File: src/rtcs_pkg.sv
/*
  Shared constants for the two-wire slave port of the clock/calendar block.
  Assumes nothing of its surroundings; included by every design file.
*/
package rtcs_pkg;
  localparam int RTCS_BYTE_BITS = 8;
  localparam int RTCS_PTR_BITS = 4;
  localparam int RTCS_SYNC_STAGES = 2;
  localparam logic [3:0] RTCS_CNT_FULL = 4'h8;
  localparam logic [3:0] RTCS_CNT_RESET = 4'h0;
  localparam logic [3:0] RTCS_PTR_RESET = 4'h0;
  localparam logic [6:0] RTCS_SLAVE_ADDR_DEFAULT = 7'h2a;

  typedef enum logic [2:0] {
    RTCS_IDLE = 3'b000,
    RTCS_RX   = 3'b001,
    RTCS_ACK  = 3'b010,
    RTCS_TX   = 3'b011,
    RTCS_MACK = 3'b100,
    RTCS_NEXT = 3'b101
  } rtcs_state_t;

  typedef enum logic [1:0] {
    RTCS_KIND_ADDR = 2'b00,
    RTCS_KIND_WORD = 2'b01,
    RTCS_KIND_DATA = 2'b10
  } rtcs_kind_t;
endpackage : rtcs_pkg

File: src/rtcs_sync.sv
/*
  Multi-stage synchroniser for asynchronous pin levels.
  Assumes the destination clock is much faster than the pin's toggle rate.
*/
`timescale 1ns/100ps
`default_nettype none
module rtcs_sync
  import rtcs_pkg::*;
#(
  parameter int WIDTH = 1,
  parameter int STAGES = RTCS_SYNC_STAGES,
  parameter logic [WIDTH-1:0] INIT = '1
) (
  input wire logic clk,
  input wire logic srst,
  input wire logic [WIDTH-1:0] d,
  output logic [WIDTH-1:0] q
);
  // a single stage would let a metastable level reach the logic
  if (STAGES < 2) begin : g_bad_stages
    $error("rtcs_sync needs at least two stages");
  end

  // only the last stage is visible outside; earlier stages may be metastable
  logic [WIDTH-1:0] stage [STAGES];

  always_ff @(posedge clk) begin
    if (srst) begin
      for (int i = 0; i < STAGES; i++) begin
        stage[i] <= INIT;
      end
    end else begin
      stage[0] <= d;
      for (int i = 1; i < STAGES; i++) begin
        stage[i] <= stage[i-1];
      end
    end
  end

  assign q = stage[STAGES-1];
endmodule : rtcs_sync
`default_nettype wire

File: src/rtcs_slave_port.sv
/*
  Two-wire serial slave port: address match, word-address pointer, register
  write and read strobes toward the clock/calendar register file.
  Assumes a register file on CLOCK that answers REG_RDATA combinationally
  from REG_PTR, and bus pins that are oversampled by CLOCK (50 MHz).
*/
// Operation
// - no limit on bytes between START and STOP
// - every byte is eight bits plus ack
// - addressed receiver acknowledges every received byte
// - acknowledger holds data low through clock high
// - after NACK device releases data, stops sending
// - first byte after START selects slave
// - clock is input only; data is bidirectional
// - 4-bit pointer picks next accessed register
// - high nibble of word address ignored
// - START/STOP are data edges while clock high
// - data changes only while clock low
`timescale 1ns/100ps
`default_nettype none
module rtcs_slave_port
  import rtcs_pkg::*;
#(
  parameter logic [6:0] SLAVE_ADDR = RTCS_SLAVE_ADDR_DEFAULT // arbitrary value
) (
  input wire logic CLOCK,
  input wire logic SRST,
  input wire logic SCL,
  input wire logic SDA_IN,
  output logic SDA_OUT,
  output logic SDA_OE,
  output logic [RTCS_PTR_BITS-1:0] REG_PTR,
  output logic [RTCS_BYTE_BITS-1:0] REG_WDATA,
  output logic REG_WRITE,
  output logic REG_READ,
  input wire logic [RTCS_BYTE_BITS-1:0] REG_RDATA,
  output logic BUSY
);
  // the pointer is taken from the low bits of one received byte
  if (RTCS_PTR_BITS > RTCS_BYTE_BITS) begin : g_bad_ptr
    $error("pointer wider than a byte");
  end

  ////////////////////////////////////////////////////////////////////////////
  // pin synchronisation and bus conditions

  logic scl_s;
  logic sda_s;
  logic scl_d;
  logic sda_d;

  // the clock pin is only ever sampled, never driven
  rtcs_sync #(.WIDTH(2), .STAGES(RTCS_SYNC_STAGES), .INIT(2'h3)) u_sync (
    .clk(CLOCK),
    .srst(SRST),
    .d({SCL, SDA_IN}),
    .q({scl_s, sda_s})
  );

  always_ff @(posedge CLOCK) begin
    if (SRST) begin
      scl_d <= 1'b1;
      sda_d <= 1'b1;
    end else begin
      scl_d <= scl_s;
      sda_d <= sda_s;
    end
  end

  wire scl_rise = scl_s & ~scl_d;
  wire scl_fall = ~scl_s & scl_d;
  // a data edge while the clock stays high is a condition, not a bit
  wire start_cond = scl_s & scl_d & sda_d & ~sda_s;
  wire stop_cond = scl_s & scl_d & ~sda_d & sda_s;

  ////////////////////////////////////////////////////////////////////////////
  // byte engine

  rtcs_state_t state;
  rtcs_state_t next_state;
  rtcs_kind_t kind;
  rtcs_kind_t next_kind;
  logic [3:0] bit_cnt;
  logic [3:0] next_bit_cnt;
  logic [RTCS_BYTE_BITS-1:0] shreg;
  logic [RTCS_BYTE_BITS-1:0] next_shreg;
  logic [RTCS_PTR_BITS-1:0] next_ptr;
  logic rw;
  logic next_rw;
  logic next_oe;
  logic next_write;
  logic next_read;

  wire byte_in = (state == RTCS_RX) && scl_fall && (bit_cnt == RTCS_CNT_FULL);
  wire addr_match = (shreg[7:1] == SLAVE_ADDR);
  wire ack_end = (state == RTCS_ACK) && scl_fall;
  wire tx_last = (bit_cnt == RTCS_CNT_FULL - 4'h1);

  always_comb begin
    next_state = state;
    next_kind = kind;
    next_bit_cnt = bit_cnt;
    next_shreg = shreg;
    next_ptr = REG_PTR;
    next_rw = rw;
    next_oe = SDA_OE;
    next_write = 1'b0;
    next_read = 1'b0;
    if (start_cond) begin
      // also a repeated start; the first byte is always an address
      next_state = RTCS_RX;
      next_kind = RTCS_KIND_ADDR;
      next_bit_cnt = RTCS_CNT_RESET;
      next_oe = 1'b0;
    end else if (stop_cond) begin
      next_state = RTCS_IDLE;
      next_oe = 1'b0;
    end else begin
      case (state)
        RTCS_IDLE: begin
          next_oe = 1'b0;
        end
        RTCS_RX: begin
          if (scl_rise && bit_cnt != RTCS_CNT_FULL) begin
            next_shreg = {shreg[RTCS_BYTE_BITS-2:0], sda_s};
            next_bit_cnt = bit_cnt + 4'h1;
          end else if (byte_in) begin
            next_state = RTCS_ACK;
            next_oe = 1'b1;
            case (kind)
              RTCS_KIND_ADDR: begin
                if (addr_match) begin
                  next_rw = shreg[0];
                end else begin
                  next_state = RTCS_IDLE;
                  next_oe = 1'b0;
                end
              end
              RTCS_KIND_WORD: begin
                next_ptr = shreg[RTCS_PTR_BITS-1:0];
              end
              default: begin
                next_write = 1'b1;
              end
            endcase
          end
        end
        RTCS_ACK: begin
          // low is held until the falling edge ending the ack pulse
          if (scl_fall) begin
            next_bit_cnt = RTCS_CNT_RESET;
            if (kind == RTCS_KIND_ADDR && rw) begin
              next_state = RTCS_TX;
              next_shreg = REG_RDATA;
              next_read = 1'b1;
              next_oe = ~REG_RDATA[RTCS_BYTE_BITS-1];
            end else begin
              next_state = RTCS_RX;
              next_oe = 1'b0;
              // after the word address every byte is data, with no limit
              next_kind = (kind == RTCS_KIND_ADDR) ? RTCS_KIND_WORD : RTCS_KIND_DATA;
            end
          end
        end
        RTCS_TX: begin
          if (scl_fall) begin
            if (tx_last) begin
              next_state = RTCS_MACK;
              next_oe = 1'b0;
              next_ptr = REG_PTR + 4'h1;
            end else begin
              next_shreg = {shreg[RTCS_BYTE_BITS-2:0], 1'b0};
              next_oe = ~shreg[RTCS_BYTE_BITS-2];
              next_bit_cnt = bit_cnt + 4'h1;
            end
          end
        end
        RTCS_MACK: begin
          if (scl_rise) begin
            // a missing ack ends the read; stay off the line for the stop
            next_state = sda_s ? RTCS_IDLE : RTCS_NEXT;
          end
        end
        RTCS_NEXT: begin
          if (scl_fall) begin
            next_state = RTCS_TX;
            next_bit_cnt = RTCS_CNT_RESET;
            next_shreg = REG_RDATA;
            next_read = 1'b1;
            next_oe = ~REG_RDATA[RTCS_BYTE_BITS-1];
          end
        end
        default: begin
          next_state = RTCS_IDLE;
          next_oe = 1'b0;
        end
      endcase
    end
  end

  // a write strobe advances the pointer one cycle later, so the strobe
  // still sees the target address
  wire [RTCS_PTR_BITS-1:0] ptr_d = REG_WRITE ? REG_PTR + 4'h1 : next_ptr;

  always_ff @(posedge CLOCK) begin
    if (SRST) begin
      state <= RTCS_IDLE;
      kind <= RTCS_KIND_ADDR;
      bit_cnt <= RTCS_CNT_RESET;
      shreg <= '0;
      rw <= 1'b0;
      SDA_OE <= 1'b0;
      REG_PTR <= RTCS_PTR_RESET;
      REG_WRITE <= 1'b0;
      REG_READ <= 1'b0;
      REG_WDATA <= '0;
    end else begin
      state <= next_state;
      kind <= next_kind;
      bit_cnt <= next_bit_cnt;
      shreg <= next_shreg;
      rw <= next_rw;
      SDA_OE <= next_oe;
      REG_PTR <= ptr_d;
      REG_WRITE <= next_write;
      REG_READ <= next_read;
      if (next_write) begin
        REG_WDATA <= shreg;
      end
    end
  end

  // open drain: only ever pulls low
  assign SDA_OUT = 1'b0;
  assign BUSY = (state != RTCS_IDLE);
endmodule : rtcs_slave_port
`default_nettype wire

File: config.mk
export PLATFORM = sky130hd
export DESIGN_NAME = rtcs_slave_port
export DESIGN_NICKNAME = d
export VERILOG_FILES = /design/src/rtcs_pkg.sv /design/src/rtcs_sync.sv /design/src/rtcs_slave_port.sv
export SDC_FILE = /design/constraint.sdc
export NUM_CORES = 1
export LEC_CHECK = 0
export ABC_AREA = 1
export BUFFER_PORTS_ARGS = -buffer_cell sky130_fd_sc_hd__buf_2
export CAP_MARGIN = 5
export CORE_AREA = 5 5 114 62
export CTS_CLUSTER_DIAMETER = 150
export CTS_CLUSTER_SIZE = 8
export DETAILED_ROUTE_END_ITERATION = 10
export DIE_AREA = 0 0 119 67
export PLACE_DENSITY = 0.56
export SYNTH_ARGS = -nofsm -noshare
export SYNTH_HDL_FRONTEND = slang
export SYNTH_SLANG_ARGS = --single-unit
export TNS_END_PERCENT = 30
File: constraint.sdc
create_clock -name CLOCK -period 1.9 [get_ports CLOCK]
set_clock_uncertainty 0.1 [all_clocks]
set_input_delay 0.38 -clock CLOCK [delete_from_list [all_inputs] [get_ports CLOCK]]
set_output_delay 0.38 -clock CLOCK [all_outputs]
set_load 0.01 [all_outputs]
=== Yosys cells after proc, flatten, opt, wreduce, memory -nomap -nowiden ===
Memory sizes are Yosys's and may differ from the RTL's.
Index checks and enable logic that the tools add are counted.
Widths: inputs -> output; s select.

* $add $sub $neg: 2
* Multiply operators: 0
* Divide/modulo/power cells: 0
* $lt $le $gt $ge: 0
* Eq/ne operators: 36
* Shifts and indexed selects: 0
* Multiplexer cells: 61
* Bitwise operators: 21
* Reduce and logical (&&, ||, !) cells: 22

{| class="wikitable"
|+ Operators by type and width
! cell !! count
|-
| $mux 4 || 12
|-
| $mux 8 || 6
|-
| $ne 4x4->1 const B || 8
|-
| $pmux 8 s4 || 1
|-
| $mux 3 || 8
|-
| $reduce_and 8->1 || 3
|-
| $mux 1 || 23
|-
| $ne 2x2->1 const B || 10
|-
| $pmux 3 s6 || 1
|-
| $ne 3x3->1 const B || 5
|-
| $mux 2 || 6
|-
| $not 1->1 || 12
|-
| $pmux 4 s3 || 1
|-
| $reduce_and 6->1 || 2
|-
| $reduce_and 9->1 || 1
|-
| $reduce_bool 3->1 || 3
|-
| $add 4x1->4 const B || 2
|-
| $pmux 4 s2 || 1
|-
| $and 1x1->1 || 7
|-
| $eq 7x6->1 const B || 1
|-
| $reduce_and 7->1 || 1
|-
| $eq 3x2->1 const B || 2
|-
| $eq 3x3->1 const B || 2
|-
| $ne 2x1->1 const B || 3
|-
| 15 further kinds || 21
|}

* Register bits after elaboration: 35
* Bits in latches: 0
* RAM bits: 4
* ROM bits: 0
* Input bits: 12
* Output and inout port bits: 17
* Word-level logic and storage cells: 156
* Memories: 1

{| class="wikitable"
|+ Memories
! name !! words !! width !! read ports !! clocked after Yosys merged registers in !! write ports !! line !! text
|-
| u_sync.stage || 2 || 2 || 2 || 0 || 2 || rtcs_sync.sv:25 || <nowiki>logic [WIDTH-1:0] stage [STAGES];</nowiki>
|}

=== Depth between registers and ports, before layout ===
An unclocked memory read counts as a cell.

* Depth after elaboration: 11
* Mapped depth: 12
* Depth with buffers taken out: 12

=== Cells and area by module ===
From an unflattened synthesis, not the netlist that was laid out.

* Cell total of the unflattened synthesis: 328
* Area, all modules: 2162.1 µm²

{| class="wikitable"
|+ By module, submodules not included
! module !! instances !! cells each !! area each (µm²) !! sequential area each (µm²)
|-
| rtcs_slave_port || 1 || 313 || 2030.7 || 700.7
|-
| rtcs_sync || 1 || 15 || 131.4 || 80.1
|}

=== Worst setup path before layout ===
Ideal clock, no wire load.

* Path kind: register -> register
* Start: register bit_cnt[0]
* End: register shreg[5]
* Library setup time: 114 ps
* Arrival time: 1409 ps
* Required time: 1686 ps
* Slack: 277 ps
* Cell stages (with the launch flop): 12
* Buffers on the path: 1
* Period minus slack after synthesis: 1623 ps
* Cell sequence: dfxtp_1 -> inv_1 -> ha_1 -> nand3_2 -> nand2_2 -> nand2_4 -> nand2_4 -> nor2_8 -> nand3_4 -> buf_6 -> nor2_1 -> nor2_2

* Word-level cells in the longest chain between the ends: 4
* Elaborated cells between the ends (all ways): 6
* Classes of those cells: 4 x eq/ne; 2 x reduce/logical

{| class="wikitable"
|+ RTL lines
! element !! line !! text
|-
| start: declaration || rtcs_slave_port.sv:83 || <nowiki>logic [3:0] bit_cnt;</nowiki>
|-
| start signal: assignment || rtcs_slave_port.sv:220 || <nowiki>bit_cnt <= next_bit_cnt;</nowiki>
|-
| $ne 4x4->1 || rtcs_slave_port.sv:124 || <nowiki>if (scl_rise && bit_cnt != RTCS_CNT_FULL) begin</nowiki>
|-
| $logic_and 1x1->1 || rtcs_slave_port.sv:124 ||
|-
| $ne 2x1->1 (no source line) || - ||
|-
| $reduce_and 9->1 (no source line) (*) || - ||
|-
| end signal: assignment || rtcs_slave_port.sv:221 || <nowiki>shreg <= next_shreg;</nowiki>
|-
| end: declaration || rtcs_slave_port.sv:85 || <nowiki>logic [RTCS_BYTE_BITS-1:0] shreg;</nowiki>
|}

Every way passes the cells marked *; elsewhere a longest branch is shown, timed or not.
A chain may end at the register's enable or synchronous reset.

=== Worst setup path in the final report ===
* Start: register bit_cnt[1]
* End: register shreg[5]

Same word-level chain as after synthesis.

==> flow_metrics.env <==
export IMPL_synth_top_area_cell="dfxtp_1"
export IMPL_regArea_um2=782
export IMPL_setup_tns_ps=0
export IMPL_dr_pass1_iters=5
export IMPL_p_sw_share_pct=42.7
export IMPL_finalCriticalPeriod_ps=1760
export IMPL_grt_max_degree=17
export IMPL_hp_start="SCL"
export IMPL_cts_resized=0
export IMPL_hpwl_mm=4.17
export IMPL_cts_root_buf="clkbuf_16"
export IMPL_cts_reportedPaths_clkPinSlew_ps=60
export IMPL_arrival_ps=1830
export IMPL_synth_enable_flop_cells=0
export IMPL_layout_nets=366
export IMPL_cts_buffer_depth=2
export IMPL_crit_chain="inv_1 -> ha_1 -> nand3_2 -> nand2_2 -> nand2_4 -> nand2_4 -> nor2_8 -> nand3_4 -> nor2_1 -> nor2_2"
export IMPL_antenna_found_initial=0
export IMPL_finalCritPeriodShare_pct=92.7
export IMPL_hp_class="input port to flop"
export IMPL_grt_overflow_total=0
export IMPL_ys_flop_type="dfxtp_1"
export IMPL_die_w_um=119
export IMPL_area_growth_pct=19.1
export IMPL_syn_inst=319
export IMPL_place_inst=421
export IMPL_synthMostInstantiatedCell="nand2_1"
export IMPL_vias_per_cell=4.67
export IMPL_num_rows=20
export IMPL_core_area_um2=5910
export IMPL_drc_errors=0
export IMPL_netlist_area_leader_share_pct=36.7
export IMPL_r2r_start="bit_cnt[1]"
export IMPL_peakVddDrop_uv=440
export IMPL_maxCapViolCount=0
export IMPL_port_buffers=27
export IMPL_async_flop_share_pct=0
export IMPL_n_fill_cell=611
export IMPL_grt_pass1_vias=1764
export IMPL_timing_rr_end="shreg[5]"
export IMPL_hold_slack_ps=181
export IMPL_comb_power_share_pct=44.5
export IMPL_synth_area_per_cell_um2=6.66
export IMPL_ys_ff_latch=39
export IMPL_cp_common_cell="nand2_4"
export IMPL_ys_types=32
export IMPL_p_sw_w=0.00154
export IMPL_die_area_um2=7970
export IMPL_diodes=0
export IMPL_total_power_w=0.00360
export IMPL_cp_max_fo=16
export IMPL_worstSetupPathType="flop to flop"
export IMPL_cp_depth=10
export IMPL_clock_latency_ps=280
export IMPL_max_stage_delay_ps=410
export IMPL_p_int_w=0.00206
export IMPL_crit_start="bit_cnt[1]"
export IMPL_multiInputGateArea_um2=1150
export IMPL_place_gp_congestion=0.925
export IMPL_rr_worst_depth=10
export IMPL_pin_count=29
export IMPL_drt_total_wl_mm=5.40
export IMPL_p_per_area_nw_per_um2=1420
export IMPL_drt_wirelength_per_cell_um=12.6
export IMPL_synthTopCellsByCount="nand2_1 (72), nor2_1 (46), dfxtp_1 (39)"
export IMPL_start_kind="flop"
export IMPL_hold_path_cell_count=2
export IMPL_crit_family="simple AND/OR/NAND/NOR gates"
export IMPL_clkPwrFrac_pct=24.8
export IMPL_end_kind="flop"
export IMPL_finalHoldViolCount=0
export IMPL_ant_nets=0
export IMPL_syn_cell_area_um2=2130
export IMPL_synth_seq_area_share_pct=36.7
export IMPL_numCtsBuffers=5
export IMPL_synth_top_cells_by_area="dfxtp_1 (37%), nand2_1 (13%), nor2_1 (8.1%)"
export IMPL_cts_setup_buffers=0
export IMPL_grt_first_pass_wirelength_mm=8.84
export IMPL_cp_num_buf_inv=1
export IMPL_fmax_mhz=568
export IMPL_rrSetupSlack_ps=140
export IMPL_hold_buffers=0
export IMPL_drive_gt1_share_pct=21.9
export IMPL_die_h_um=67
export IMPL_vias=2002
export IMPL_track_usage_pct=14.0
export IMPL_required_ps=1970
export IMPL_slowest_stage="dfxtp_1"
export IMPL_hold_end="u_sync.stage[0][1]"
export IMPL_htreeDepth=2
export IMPL_power_leakage_nw=1.14
export IMPL_syn_nets=334
export IMPL_finalNonFillerCells=429
export IMPL_seqPwrFrac_pct=30.7
export IMPL_clock_sinks=39
export IMPL_slew_violations=0
export IMPL_synth_warnings=0
export IMPL_drtIter0Drc=138
export IMPL_start_util_pct=36.0
export IMPL_cts_tree="done"
export IMPL_status="complete, no violations"
export IMPL_setup_viol=0
logic make-up (layout without fill, tap and decap cells):
family / Yosys count / after routing / synth area share [%]
AND/OR/NAND/NOR: 173 / 173 / 38.3
flip-flops: 39 / 39 / 36.7
AO/OA/AOI/OAI: 48 / 48 / 11.8
XOR/XNOR: 3 / 3 / 1.24
adder cells (fa/ha/maj): 3 / 3 / 1.77
buffers and inverters: 52 / 85 / 10.1
other: 1 / 1 / 0.176
state kept, by name, summed over array words and instances, names as in the netlist:
name	cells
state	3
rw	1
REG_PTR	4
shreg	8
REG_READ	1
kind	2
SDA_OE	1
scl_d	1
bit_cnt	4
REG_WDATA	8
REG_WRITE	1
sda_d	1
u_sync.stage	4
layout make-up:
cell class,instances,area share (%)
multi-input cells,228,45.3
clock inverters,1,0.297
repair buffers,33,7.12
inverters,44,6.52
flip-flops and latches,39,30.9
well taps,77,3.81
clock buffers,7,6.03
worst register-to-register path: cells and delay by family, from the launching register on:
kind                     cells  cell delay (ps)
AND/OR/NAND/NOR              8              880
flip-flops                   1              410
adder cells (fa/ha/maj)      1              200
buffers and inverters        1               60
stage by stage:
step / util [%] / cell area [um^2] / worst slack (ps)
detailed placement: 39.9 / 2350 / 93.1
finish: 42.9 / 2530 / 138
global placement: 39.9 / 2350 / 101
floorplan: - / 2130 / 277
global route: 42.9 / 2530 / -1.22
CTS: 42.6 / 2510 / 71.5
cell usage in the layout (no fill, tap or decap):
cell type | Yosys | routed
nand2_1 | 72 | 72
nor2_1 | 46 | 45
dfxtp_1 | 39 | 38
inv_1 | 38 | 38
buf_2 | 3 | 27
o21ai_0 | 23 | 22
nand3_1 | 21 | 21
a21oi_1 | 20 | 20
nor2_2 | 7 | 7
inv_2 | 6 | 6
nand2_2 | 6 | 6
buf_4 | 2 | 6
clkbuf_16 | 0 | 5
or2_2 | 4 | 4
nor3_1 | 4 | 4
nand3_2 | 3 | 3
o21ai_1 | 2 | 3
ha_1 | 3 | 3
nor2_4 | 1 | 2
nand2_4 | 2 | 2
nand4_1 | 2 | 2
nor4_1 | 2 | 2
xnor2_1 | 2 | 2
clkbuf_8 | 0 | 2
nor2_8 | 1 | 1
nand4_4 | 0 | 1
o21ai_2 | 1 | 1
a211oi_1 | 1 | 1
a21oi_2 | 1 | 1
nand3_4 | 1 | 1
xor2_1 | 1 | 1
conb_1 | 1 | 1
dfxtp_2 | 0 | 1
clkinvlp_4 | 0 | 1
routing by layer:
layer  global-route usage [%]  vias up  part of all wire, %
li1                         -     1071                    -
met1                     22.6      874                   57
met2                     17.4       57                   35
met3                     4.07        0                  8.0
met4                     2.16        0                    0
met5                        0        -                    0
how the worst max path moves through the flow:
| stage | end |
|---|---|
| 3_3_place_gp | REG_WDATA[5] |
| 2_1_floorplan | shreg[5] |
| 3_5_place_dp | REG_WDATA[5] |
| 5_1_grt | SDA_OE |
| 6_report | shreg[5] |
| 4_1_cts | REG_WDATA[5] |
power groups by stage:
stage                     Sequential [W]  Clock [W]  Combinational, W
final                            0.00110   0.000892           0.00160
after global routing             0.00113   0.000964           0.00184
after CTS                        0.00110   0.000917           0.00159
after detailed placement         0.00112          0           0.00157
after global placement           0.00112          0           0.00158
after floorplan                  0.00107          0           0.00131
Power figures use the tool's default switching activity.
